==> config.mk <==
export PLATFORM = sky130hd
export DESIGN_NAME = cis_core
export DESIGN_NICKNAME = d
export VERILOG_FILES = /design/src/logic/cis_pkg.sv /design/src/logic/cis_alu.sv /design/src/logic/cis_core.sv
export SDC_FILE = /design/constraint.sdc
export NUM_CORES = 1
export LEC_CHECK = 0
export BUFFER_PORTS_ARGS = -buffer_cell sky130_fd_sc_hd__buf_2
export CAP_MARGIN = 40
export CORE_MARGIN = 8
export CORE_UTILIZATION = 40
export CTS_CLUSTER_SIZE = 20
export DETAILED_ROUTE_END_ITERATION = 10
export GPL_TIMING_DRIVEN = 1
export PLACE_DENSITY_LB_ADDON = 0.3
export SKIP_LAST_GASP = 1
export SLEW_MARGIN = 20
export SYNTH_ARGS = -nofsm -noshare
export SYNTH_HDL_FRONTEND = slang
export SYNTH_SLANG_ARGS = --single-unit
==> constraint.sdc <==
create_clock -name clock -period 12.3 [get_ports clock]
set_input_delay 0.615 -clock clock [delete_from_list [all_inputs] [get_ports clock]]
set_output_delay 0.615 -clock clock [all_outputs]
set_load 0.02 [all_outputs]
==> src/logic/cis_pkg.sv <==
// package: constants, opcodes and register map of the instruction executor
package cis_pkg;
	localparam int unsigned PC_W = 12;
	localparam int unsigned MADR_W = 4;
	localparam int unsigned MEM_WORDS = 16;
	localparam int unsigned STK_DEPTH = 8;
	localparam int unsigned SP_W = 3;
	localparam int unsigned OP_W = 6;
	// register byte offsets
	localparam logic [7:0] OFF_INSTR = 8'h00;
	localparam logic [7:0] OFF_WORK = 8'h04;
	localparam logic [7:0] OFF_FLAGS = 8'h08;
	localparam logic [7:0] OFF_PC = 8'h0c;
	localparam logic [7:0] OFF_WDOG = 8'h10;
	localparam logic [7:0] OFF_SP = 8'h14;
	localparam logic [7:0] OFF_MEM = 8'h40;
	localparam logic [7:0] OFF_MEM_END = 8'h80;
	localparam logic [2:0] HSIZE_WORD = 3'h2;
	// instruction word fields
	localparam int unsigned IF_OP = 0;
	localparam int unsigned IF_BIT = 6;
	localparam int unsigned IF_MADR = 12;
	localparam int unsigned IF_ARG = 16;
	// flag register bits
	localparam int unsigned FL_C = 0;
	localparam int unsigned FL_AC = 1;
	localparam int unsigned FL_Z = 2;
	localparam int unsigned FL_OV = 3;
	localparam int unsigned FL_SC = 4;
	localparam int unsigned FL_TO = 5;
	localparam int unsigned FL_PDF = 6;
	localparam int unsigned FL_GIE = 7;
	// reset values
	localparam logic [7:0] FLAGS_RST = 8'h00;
	localparam logic [7:0] WORK_RST = 8'h00;
	localparam logic [PC_W-1:0] PC_RST = 12'h000;
	// decimal adjust
	localparam logic [3:0] NIB_MAX = 4'h9;
	localparam logic [7:0] DAA_LO = 8'h06;
	localparam logic [7:0] DAA_HI = 8'h60;
	typedef enum logic [OP_W-1:0] {
		OP_IDLE = 6'h00, OP_ADD_WORK = 6'h01, OP_ADC_WORK = 6'h02, OP_ADD_IMM = 6'h03,
		OP_SUM_MEM = 6'h04, OP_SUM_CARRY_MEM = 6'h05, OP_AND_WORK = 6'h06, OP_AND_IMM = 6'h07,
		OP_CONJ_MEM = 6'h08, OP_OR_WORK = 6'h09, OP_OR_IMM = 6'h0a, OP_DISJ_MEM = 6'h0b,
		OP_CALL = 6'h0c, OP_ZERO_FILL = 6'h0d, OP_ZERO_BIT = 6'h0e, OP_WDT_CLR = 6'h0f,
		OP_INVERT = 6'h10, OP_INVERT_WORK = 6'h11, OP_DEC_ADJ = 6'h12, OP_DEC = 6'h13,
		OP_DEC_WORK = 6'h14, OP_INC = 6'h15, OP_INC_WORK = 6'h16, OP_SLEEP = 6'h17,
		OP_GOTO = 6'h18, OP_COPY_WORK = 6'h19, OP_COPY_IMM = 6'h1a, OP_COPY_MEM = 6'h1b,
		OP_RET = 6'h1c, OP_RET_IMM = 6'h1d, OP_IRQ_RET = 6'h1e, OP_ROTL = 6'h1f,
		OP_ROTL_WORK = 6'h20, OP_ROTLC = 6'h21, OP_ROTLC_WORK = 6'h22
	} cis_op_e;
endpackage

==> src/logic/cis_alu.sv <==
// combinational operand and result stage of the instruction executor
`timescale 1ns/1ps
module cis_alu (
	input wire cis_pkg::cis_op_e op,
	input wire logic [7:0] work,
	input wire logic [7:0] mem,
	input wire logic [7:0] imm,
	input wire logic [2:0] bit_sel,
	input wire logic c_in,
	input wire logic ac_in,
	output logic [7:0] res,
	output logic wr_mem,
	output logic wr_work,
	output logic upd_arith,
	output logic upd_z,
	output logic upd_c,
	output logic c_out,
	output logic ac_out,
	output logic ov_out,
	output logic sc_out
);
	import cis_pkg::*;

	// {wrap, half carry, carry, sum}
	function automatic logic [10:0] add_f(input logic [7:0] a, input logic [7:0] b,
		input logic ci);
		logic [4:0] lo;
		logic [7:0] s7;
		logic [8:0] s8;
		lo = {1'b0, a[3:0]} + {1'b0, b[3:0]} + {4'h0, ci};
		s7 = {1'b0, a[6:0]} + {1'b0, b[6:0]} + {7'h00, ci};
		s8 = {1'b0, a} + {1'b0, b} + {8'h00, ci};
		add_f = {s7[7] ^ s8[8], lo[4], s8};
	endfunction

	logic [10:0] sum;
	logic [7:0] add_a;
	logic [7:0] add_b;
	logic add_ci;
	logic lo_adj;
	logic hi_adj;

	always_comb begin
		lo_adj = (work[3:0] > NIB_MAX) || ac_in; // RQ11
		hi_adj = (work[7:4] > NIB_MAX) || c_in; // RQ11
		add_a = work;
		add_b = (op == OP_ADD_IMM) ? imm : mem;
		add_ci = (op == OP_ADC_WORK || op == OP_SUM_CARRY_MEM) ? c_in : 1'b0; // RQ1 RQ23
		if (op == OP_INC || op == OP_INC_WORK || op == OP_DEC || op == OP_DEC_WORK) begin
			add_a = mem;
			add_b = (op == OP_DEC || op == OP_DEC_WORK) ? 8'hff : 8'h01; // RQ12 RQ13
		end
		if (op == OP_DEC_ADJ) begin
			add_b = (hi_adj ? DAA_HI : 8'h00) | (lo_adj ? DAA_LO : 8'h00); // RQ11
		end
		sum = add_f(add_a, add_b, add_ci);
		res = 8'h00;
		wr_mem = 1'b0;
		wr_work = 1'b0;
		upd_arith = 1'b0;
		upd_z = 1'b0;
		upd_c = 1'b0;
		c_out = sum[8]; // RQ24
		ac_out = sum[9];
		ov_out = sum[10];
		sc_out = sum[10] ^ sum[7];
		case (op)
			OP_ADD_WORK, OP_ADC_WORK, OP_ADD_IMM: begin
				res = sum[7:0]; // RQ3 RQ23
				wr_work = 1'b1;
				upd_arith = 1'b1; // RQ2
			end
			OP_SUM_MEM, OP_SUM_CARRY_MEM: begin
				res = sum[7:0]; // RQ1
				wr_mem = 1'b1;
				upd_arith = 1'b1; // RQ2
			end
			OP_AND_WORK, OP_AND_IMM, OP_CONJ_MEM: begin
				res = work & ((op == OP_AND_IMM) ? imm : mem); // RQ4
				wr_mem = (op == OP_CONJ_MEM); // RQ5
				wr_work = (op != OP_CONJ_MEM);
				upd_z = 1'b1; // RQ4
			end
			OP_OR_WORK, OP_OR_IMM, OP_DISJ_MEM: begin
				res = work | ((op == OP_OR_IMM) ? imm : mem); // RQ4
				wr_mem = (op == OP_DISJ_MEM); // RQ5
				wr_work = (op != OP_DISJ_MEM);
				upd_z = 1'b1; // RQ4
			end
			OP_ZERO_FILL: wr_mem = 1'b1; // RQ7
			OP_ZERO_BIT: begin
				res = mem & ~(8'h01 << bit_sel); // RQ8
				wr_mem = 1'b1;
			end
			OP_INVERT, OP_INVERT_WORK: begin
				res = ~mem; // RQ10
				wr_mem = (op == OP_INVERT);
				wr_work = (op == OP_INVERT_WORK);
				upd_z = 1'b1;
			end
			OP_DEC_ADJ: begin
				res = sum[7:0]; // RQ11
				wr_mem = 1'b1;
				upd_c = 1'b1;
				c_out = hi_adj;
			end
			OP_DEC, OP_DEC_WORK, OP_INC, OP_INC_WORK: begin
				res = sum[7:0]; // RQ12 RQ13
				wr_mem = (op == OP_DEC || op == OP_INC);
				wr_work = (op == OP_DEC_WORK || op == OP_INC_WORK); // RQ22
				upd_z = 1'b1;
			end
			OP_COPY_WORK, OP_COPY_IMM, OP_RET_IMM: begin
				res = (op == OP_COPY_WORK) ? mem : imm; // RQ16 RQ18
				wr_work = 1'b1;
			end
			OP_COPY_MEM: begin
				res = work; // RQ16
				wr_mem = 1'b1;
			end
			OP_ROTL, OP_ROTL_WORK: begin
				res = {mem[6:0], mem[7]}; // RQ20
				wr_mem = (op == OP_ROTL);
				wr_work = (op == OP_ROTL_WORK);
			end
			OP_ROTLC, OP_ROTLC_WORK: begin
				res = {mem[6:0], c_in}; // RQ21
				wr_mem = (op == OP_ROTLC);
				wr_work = (op == OP_ROTLC_WORK);
				upd_c = 1'b1;
				c_out = mem[7]; // RQ21
			end
			default: res = 8'h00; // RQ17
		endcase
	end
endmodule

==> src/logic/cis_core.sv <==
// instruction executor with AHB-Lite register access, data memory and return stack
//
// Functional notes
// RQ1 - memory add variants store work plus memory, plus carry if asked, in memory
// RQ2 - every add updates wrap, zero, half carry, carry and signed compare flags
// RQ3 - immediate add leaves work plus immediate byte in the work register
// RQ4 - and/or combine work with memory or immediate, touching only zero
// RQ5 - memory forms of and/or store their result into memory
// RQ6 - call pushes counter plus one, loads target, two cycles, no flags
// RQ7 - zero fill writes 00 to the addressed byte, flags untouched
// RQ8 - bit clear forces one selected bit low, others kept, no flags
// RQ9 - watchdog clear resets counter and clears timeout and sleep flags
// RQ10 - invert complements the memory byte into memory or work, zero only
// RQ11 - decimal adjust adds 00/06/60/66 to work, stores to memory, carry only
// RQ12 - decrement memory by one into memory or work, zero only
// RQ13 - increment memory by one into memory or work, zero only
// RQ14 - sleep halts execution, keeps state, clears watchdog, sets sleep flag
// RQ15 - goto loads the address field with one dummy cycle, no flags
// RQ16 - copy moves memory or immediate to work, or work to memory
// RQ17 - idle instruction only advances the counter
// RQ18 - return pops the counter; immediate form also loads work
// RQ19 - interrupt return pops, enables interrupts, pending interrupt serviced first
// RQ20 - rotate left moves bit 7 into bit 0, no flags
// RQ21 - rotate through carry: old carry into bit 0, bit 7 into carry
// RQ22 - results directed to work leave the memory byte unchanged
// RQ23 - add with carry to work sums work, memory and carry
// RQ24 - zero flag marks an all-zero result; carry is carry out of bit 7
//
// Added by the designer: the AHB-Lite register port and the address map.
`timescale 1ns/1ps
module cis_core #(
	parameter int unsigned PRE_W = 4,
	parameter int unsigned WDOG_W = 8,
	parameter logic [cis_pkg::PC_W-1:0] IRQ_VEC = 12'h004
) (
	input wire logic clock,
	input wire logic nrst,
	input wire logic hsel,
	input wire logic [31:0] haddr,
	input wire logic [1:0] htrans,
	input wire logic hwrite,
	input wire logic [2:0] hsize,
	input wire logic [31:0] hwdata,
	input wire logic hready,
	output logic hreadyout,
	output logic [31:0] hrdata,
	output logic hresp,
	input wire logic irq_req,
	output logic core_sleeping,
	output logic global_irq_enable
);
	import cis_pkg::*;

	typedef enum {st_idle, st_exec, st_dummy, st_sleep} cis_st_e;

	function automatic logic mem_hit(input logic [7:0] adr);
		mem_hit = (adr >= OFF_MEM) && (adr < OFF_MEM_END) && (adr[1:0] == 2'h0);
	endfunction

	////////////////////////////////////////////////////////////////////////////////
	// state
	logic [7:0] dmem [MEM_WORDS];
	logic [PC_W-1:0] stk [STK_DEPTH];
	cis_st_e st_ff, nxt_st;
	logic [31:0] instr_ff, nxt_instr;
	logic [7:0] work_ff, nxt_work;
	logic [7:0] flags_ff, nxt_flags;
	logic [PC_W-1:0] pc_ff, nxt_pc;
	logic [SP_W-1:0] sp_ff, nxt_sp;
	logic [PRE_W-1:0] pre_ff, nxt_pre;
	logic [WDOG_W-1:0] wdog_ff, nxt_wdog;
	logic ph_wr_ff, nxt_ph_wr;
	logic nxt_ph_rd;
	logic [7:0] ph_adr_ff, nxt_ph_adr;
	logic [31:0] hrdata_ff, nxt_hrdata;
	logic irq_s1_ff, irq_s2_ff;
	logic mem_we, stk_we;
	logic [MADR_W-1:0] mem_wa, madr;
	logic [7:0] mem_wd, mem_rd, alu_res;
	logic [SP_W-1:0] stk_wa, sp_dec;
	logic [PC_W-1:0] stk_wd, tgt, pc_inc, pop_pc;
	cis_op_e op;
	logic ex, to_evt;
	logic alu_wr_mem, alu_wr_work, alu_upd_arith, alu_upd_z, alu_upd_c;
	logic alu_c, alu_ac, alu_ov, alu_sc;

	assign op = cis_op_e'(instr_ff[IF_OP +: OP_W]);
	assign madr = instr_ff[IF_MADR +: MADR_W];
	assign tgt = instr_ff[IF_ARG +: PC_W];
	assign mem_rd = dmem[madr];
	assign pc_inc = pc_ff + 12'h001;
	assign sp_dec = sp_ff - 3'h1;
	assign pop_pc = stk[sp_dec];
	assign ex = (st_ff == st_exec);
	// the timeout fires when prescaler and counter both wrap
	assign to_evt = (&pre_ff) && (&wdog_ff) && (st_ff != st_sleep);

	cis_alu u_alu (
		.op(op),
		.work(work_ff),
		.mem(mem_rd),
		.imm(instr_ff[IF_ARG +: 8]),
		.bit_sel(instr_ff[IF_BIT +: 3]),
		.c_in(flags_ff[FL_C]),
		.ac_in(flags_ff[FL_AC]),
		.res(alu_res),
		.wr_mem(alu_wr_mem),
		.wr_work(alu_wr_work),
		.upd_arith(alu_upd_arith),
		.upd_z(alu_upd_z),
		.upd_c(alu_upd_c),
		.c_out(alu_c),
		.ac_out(alu_ac),
		.ov_out(alu_ov),
		.sc_out(alu_sc)
	);

	////////////////////////////////////////////////////////////////////////////////
	// bus slave: zero wait states, reads registered in the address phase
	always_comb begin
		nxt_ph_wr = hsel && hready && htrans[1] && (hsize == HSIZE_WORD) && hwrite;
		nxt_ph_rd = hsel && hready && htrans[1] && (hsize == HSIZE_WORD) && !hwrite;
		nxt_ph_adr = haddr[7:0];
		nxt_hrdata = hrdata_ff;
		if (nxt_ph_rd) begin
			unique case (haddr[7:0])
				OFF_INSTR: nxt_hrdata = instr_ff;
				OFF_WORK: nxt_hrdata = {24'h000000, work_ff};
				OFF_FLAGS: nxt_hrdata = {22'h0, st_ff == st_sleep, st_ff != st_idle, flags_ff};
				OFF_PC: nxt_hrdata = {20'h00000, pc_ff};
				OFF_WDOG: nxt_hrdata = {{(32 - WDOG_W){1'b0}}, wdog_ff};
				OFF_SP: nxt_hrdata = {29'h0, sp_ff};
				default: nxt_hrdata = mem_hit(haddr[7:0]) ? {24'h000000, dmem[haddr[5:2]]} : 32'h0;
			endcase
		end
	end

	always_ff @(posedge clock or negedge nrst) begin
		if (!nrst) begin
			ph_wr_ff <= 1'b0;
			ph_adr_ff <= 8'h00;
			hrdata_ff <= 32'h0;
		end else begin
			ph_wr_ff <= nxt_ph_wr;
			ph_adr_ff <= nxt_ph_adr;
			hrdata_ff <= nxt_hrdata;
		end
	end

	assign hreadyout = 1'b1;
	assign hresp = 1'b0;
	assign hrdata = hrdata_ff;

	////////////////////////////////////////////////////////////////////////////////
	// interrupt request pin synchroniser
	always_ff @(posedge clock or negedge nrst) begin
		if (!nrst) begin
			irq_s1_ff <= 1'b0;
			irq_s2_ff <= 1'b0;
		end else begin
			irq_s1_ff <= irq_req;
			irq_s2_ff <= irq_s1_ff;
		end
	end

	////////////////////////////////////////////////////////////////////////////////
	// execution
	always_comb begin
		nxt_st = st_ff;
		nxt_instr = instr_ff;
		nxt_work = work_ff;
		nxt_flags = flags_ff;
		nxt_pc = pc_ff;
		nxt_sp = sp_ff;
		nxt_pre = pre_ff;
		nxt_wdog = wdog_ff;
		mem_we = 1'b0;
		mem_wa = madr;
		mem_wd = alu_res;
		stk_we = 1'b0;
		stk_wa = sp_ff;
		stk_wd = pc_inc;
		// watchdog halts with the clock while asleep
		if (st_ff != st_sleep) begin
			nxt_pre = pre_ff + {{(PRE_W - 1){1'b0}}, 1'b1};
			if (&pre_ff) begin
				nxt_wdog = wdog_ff + {{(WDOG_W - 1){1'b0}}, 1'b1};
			end
		end
		// bus writes; an instruction is taken only when idle
		if (ph_wr_ff) begin
			unique case (ph_adr_ff)
				OFF_INSTR: begin
					if (st_ff == st_idle) begin
						nxt_instr = hwdata;
						nxt_st = st_exec;
					end
				end
				OFF_WORK: nxt_work = hwdata[7:0];
				OFF_FLAGS: nxt_flags = hwdata[7:0];
				OFF_PC: nxt_pc = hwdata[PC_W-1:0];
				default: begin
					if (mem_hit(ph_adr_ff)) begin
						mem_we = 1'b1;
						mem_wa = ph_adr_ff[5:2];
						mem_wd = hwdata[7:0];
					end
				end
			endcase
		end
		unique case (st_ff)
			st_idle: ;
			st_exec: begin
				nxt_st = st_idle;
				nxt_pc = pc_inc; // RQ17
				if (alu_wr_mem) begin
					mem_we = 1'b1; // RQ1 RQ5 RQ7 RQ8
					mem_wa = madr;
					mem_wd = alu_res;
				end
				if (alu_wr_work) begin
					nxt_work = alu_res; // RQ3 RQ22
				end
				if (alu_upd_arith) begin
					nxt_flags[FL_C] = alu_c; // RQ2 RQ24
					nxt_flags[FL_AC] = alu_ac;
					nxt_flags[FL_OV] = alu_ov;
					nxt_flags[FL_SC] = alu_sc;
				end
				if (alu_upd_arith || alu_upd_z) begin
					nxt_flags[FL_Z] = (alu_res == 8'h00); // RQ24
				end
				if (alu_upd_c) begin
					nxt_flags[FL_C] = alu_c; // RQ11 RQ21
				end
				unique case (op)
					OP_CALL: begin
						stk_we = 1'b1; // RQ6
						nxt_sp = sp_ff + 3'h1;
						nxt_pc = tgt;
						nxt_st = st_dummy;
					end
					OP_GOTO: begin
						nxt_pc = tgt; // RQ15
						nxt_st = st_dummy;
					end
					OP_RET, OP_RET_IMM: begin
						nxt_sp = sp_dec; // RQ18
						nxt_pc = pop_pc;
					end
					OP_IRQ_RET: begin
						// a pending request keeps the popped address stacked and vectors
						if (irq_s2_ff) begin
							nxt_pc = IRQ_VEC; // RQ19
							nxt_flags[FL_GIE] = 1'b0;
						end else begin
							nxt_sp = sp_dec; // RQ19
							nxt_pc = pop_pc;
							nxt_flags[FL_GIE] = 1'b1;
						end
					end
					OP_WDT_CLR, OP_SLEEP: begin
						nxt_pre = '0; // RQ9 RQ14
						nxt_wdog = '0;
						nxt_flags[FL_TO] = 1'b0;
						nxt_flags[FL_PDF] = (op == OP_SLEEP);
						if (op == OP_SLEEP) begin
							nxt_st = st_sleep; // RQ14
						end
					end
					default: ;
				endcase
			end
			st_dummy: nxt_st = st_idle; // RQ6 RQ15
			st_sleep: begin
				// only an interrupt request wakes the core
				if (irq_s2_ff) begin
					nxt_st = st_idle;
				end
			end
		endcase
		// a timeout wins over a clear in the same cycle
		if (to_evt) begin
			nxt_flags[FL_TO] = 1'b1;
		end
	end

	always_ff @(posedge clock or negedge nrst) begin
		if (!nrst) begin
			st_ff <= st_idle;
			instr_ff <= 32'h0;
			work_ff <= WORK_RST;
			flags_ff <= FLAGS_RST;
			pc_ff <= PC_RST;
			sp_ff <= '0;
			pre_ff <= '0;
			wdog_ff <= '0;
		end else begin
			st_ff <= nxt_st;
			instr_ff <= nxt_instr;
			work_ff <= nxt_work;
			flags_ff <= nxt_flags;
			pc_ff <= nxt_pc;
			sp_ff <= nxt_sp;
			pre_ff <= nxt_pre;
			wdog_ff <= nxt_wdog;
		end
	end

	// arrays hold no reset: contents survive sleep and are software-defined
	always_ff @(posedge clock) begin
		if (mem_we) begin
			dmem[mem_wa] <= mem_wd;
		end
		if (stk_we) begin
			stk[stk_wa] <= stk_wd;
		end
	end

	assign core_sleeping = (st_ff == st_sleep);
	assign global_irq_enable = flags_ff[FL_GIE];

	////////////////////////////////////////////////////////////////////////////////
	// checks
	logic [7:0] rotl_chk;
	logic [3:0] arith_bits;
	assign rotl_chk = {mem_rd[6:0], mem_rd[7]};
	assign arith_bits = {flags_ff[FL_SC], flags_ff[FL_OV], flags_ff[FL_AC], flags_ff[FL_C]};
endmodule

==> results.md <==
- Status: finished, final reports clean
- Post-layout net count: about 1,500
- Chip width: around 230 um
- Post-Syn Nets: approximately 1,400
- Leak Pwr: between 7 and 8 nW
- Clk pin slew, worst setup/hold paths: roughly 0.06 ns
- Worst hold path type: in2reg
- RSZ-0062 raised after global routing: no
- Share of cells above drive strength 1: roughly a quarter
- Crit path time final: approximately 5.6 ns
- Setup CP Type: reg2reg
- Sequential share of the synthesized area: approximately 57%
- Synth Warn #: 0
- DP Wirelength: 34.9 mm
- Avg Vias per Cell: 5.91
- Critical Path RT: around 13 ns
- 1st-pass router iterations: 7
- Remaining Overflow, GRT: 0
- Max Clk Rate: 179 MHz
- Layout area overhead: 13.2%
- NetSw: 0.000564 W
- Measured slew at the worst slew-check pin: between 0.9 and 1 ns
- Number of global-route vias before repair: around 12,000
- Total vias in the final route: approximately 12,000
- Worst Slack Setup Final: roughly 6.7 ns
- Reg2Reg Depth: 17
- Core area: approximately 45,000 um2
- WHS Path Cells: 1
- Total power: ~0.0027 W
- Max Cap Violations: 0
- Dominant synthesized flop cell: edfxtp_1
- Startpoint Class: flop
- Setup_tns: 0 ns
- Setup bufs post-CTS: 0
- First-pass GRT wire length: about 77 mm
- Clock Tree Buf Depth: 3
- Multi-input logic area: a little over 7000 um2
- Critical R2R Capture: dmem[15][6]$_DFFE_PP_
- Residual DRC: 0
- Filler instances: just over 4,000
- Storage element area: roughly 10,000 um2
- Num CTS Buffers: 42
- Slew headroom: about two fifths
- Port bufs: between 80 and 90
- Root Driver: clkbuf_16
- Sw frac: around a fifth
- Commonest non-fill, non-tap cell in the layout: edfxtp_1
- Crit-path max FO: 27
- PwrDens: around 130 nW/um2
- DRT iter0 DRCs: roughly 1,300
- Initial antenna violation count: 4
- Clock Sinks: roughly 370
- # hold bufs at CTS: 0
- Mapped Cells: approximately 1,400
- Hold Crit Start: irq_req
- Total track usage: 18.6%
- Cell variety after synth: about 80
- DRT antenna net count: 0
- Die H: around 230 um
- I/O pin total: roughly 110
- Clk pwr share: between 40 and 50%
- Initial Util: about two fifths
- Final period utilization: about 45%
- Resized Gates After CTS: 0
- CP Capture Type: flop
- Number of synthesized flops with an enable pin: roughly 220
- Worst hold slack: ~0.13 ns
- Top post-synthesis cells by area: edfxtp_1 37%, dfrtp_1 20%, mux4_2 11%
- Hold Path End: irq_s1_ff$_DFF_PN0_
- Final hold violation count: 0
- Worst EP arrival: around 5.9 ns
- FP Rows: 78
- Share of power burned in registers: between 50% and 60%
- Worst-Skew Late Latency: 0.58 ns
- Combinational Power Share: under 10%
- Top-area cell type share of the netlist area: a little under two fifths
- Syn Area/Cell: about 14 um2
- Largest net degree at the start of global routing: slightly above 80
- Routed len/inst: roughly 24 um
- CTS tree: yes
- Clk_skew: 0.0267 ns
- Fraction of registers with async set/reset: ~40%
- Final wirelength: 49.3 mm
- GP Congestion: between 0.9 and 1
- Worst slack at placement: 6.73 ns
- Post-Synthesis Cell Area: ~18,000 um2
- Most frequent cells in the layout: 224 x edfxtp_1, 149 x dfrtp_1, 99 x nor2_1
- Count of final setup violators: 0
- Die footprint: ~53,000 um2
- Synthesized flop and latch total: between 300 and 400
- R2R Setup Slk: 6.72 ns
- Synth area leader: edfxtp_1
- Reg-to-reg critical path startpoint: instr_ff[12]$_DFFE_PN0P_
- Fin. max-slew vios: 0
- Cell-internal power: about 0.0021 W
- Worst IR Drop VDD: 0.0919 mV
- H-tree lvl count: 2
-- power by group through the flow --
stage / Combinational (W) / Clock (W) / Sequential (W)
3_5_place_dp: 0.0000850 / 0 / 0.00136
6_report: 0.0000858 / 0.00123 / 0.00133
4_1_cts: 0.0000854 / 0.00126 / 0.00133
3_3_place_gp: 0.0000815 / 0 / 0.00136
2_1_floorplan: 0.0000435 / 0 / 0.00136
5_1_grt: 0.0000929 / 0.00131 / 0.00133
-- critical path, cell delays in order, from the launching register on --
cell and delay, ns:
dfrtp_2 0.63, buf_4 0.52, mux2i_1 0.15, a221oi_1 0.39
nor2_1 0.09, o21ai_1 0.52, mux2i_1 0.16, a21oi_1 0.23
fa_1 0.29, inv_1 0.08, fa_1 0.40, nand2b_1 0.16
o2bb2ai_1 0.23, o21a_1 0.26, xnor2_1 0.13, a222oi_1 0.34
o21ai_1 0.24, mux2_2 0.45
-- per-layer routing --
| metal | routed length, um | track usage, % | up-vias |
|---|---|---|---|
| met5 | 35 | 0 | - |
| met4 | 1300 | 5.74 | 6 |
| met3 | 3210 | 3.23 | 87 |
| met2 | 24000 | 30.9 | 457 |
| met1 | 20800 | 24.7 | 6155 |
| li1 | - | - | 5331 |
-- cells by family (layout without fill, tap and decap cells) --
group,count (synthesis),count (layout),synth area share [%]
other cells,2,3,0.0410
compound gates,257,257,9.62
flops,374,374,57.2
xor+xnor,34,34,1.63
mux,203,203,18.4
simple gates,325,325,8.58
buf+inv,142,226,3.39
fa+ha+maj,15,15,1.09
-- cell type report --
cell class / instances / share of cell area (%)
flip-flops and latches: 374 / 50.5
diodes: 1 / 0.0121
multi-input cells: 836 / 35.0
repair buffers: 124 / 3.83
inverters: 28 / 0.507
well taps: 600 / 3.62
clock buffers: 55 / 5.35
clock inverters: 19 / 1.15
-- cells in the mapped netlist, types with 10 or more instances --
library cell,n
a221oi_1,12
a22oi_1,20
inv_1,27
nor4_1,13
clkbuf_1,75
nor2b_1,15
nor3_1,27
nand4_1,11
mux4_1,10
edfxtp_1,224
mux2i_1,41
nand2_1,82
buf_2,20
ha_1,12
nand3_1,24
xor2_1,16
xnor2_1,18
dfrtp_1,150
nor2_1,100
o21ai_0,47
mux2_2,64
a21oi_1,62
mux4_2,88
a22o_1,22
-- stage by stage --
stage / utilization, % / cells / cell area (um2)
after floorplan: - / 1352 / 18300
after global placement: 42.4 / 1945 / 19200
after detailed placement: 42.7 / 1958 / 19300
after CTS: 45.7 / 2032 / 20700
after global routing: 45.8 / 2037 / 20700
final: 45.8 / 2037 / 20700
-- how the worst max path moves through the flow --
stage / from / to / cells past startpoint
global placement: instr_ff[12]$_DFFE_PN0P_ / dmem[10][6]$_DFFE_PP_ / 17
detailed placement: instr_ff[12]$_DFFE_PN0P_ / dmem[8][6]$_DFFE_PP_ / 17
floorplan: instr_ff[2]$_DFFE_PN0P_ / dmem[0][6]$_DFFE_PP_ / 19
global route: instr_ff[12]$_DFFE_PN0P_ / dmem[15][6]$_DFFE_PP_ / 17
finish: instr_ff[12]$_DFFE_PN0P_ / dmem[15][6]$_DFFE_PP_ / 17
CTS: instr_ff[12]$_DFFE_PN0P_ / dmem[15][6]$_DFFE_PP_ / 17
-- sequential cells by signal, summed over array words and instances, names as in the netlist, 12 cells and up --
signal and flops:
stk 96, instr_ff 32, hrdata 32, st_ff 32, pc_ff 12, dmem 128
(Power assumes the default switching activity.)
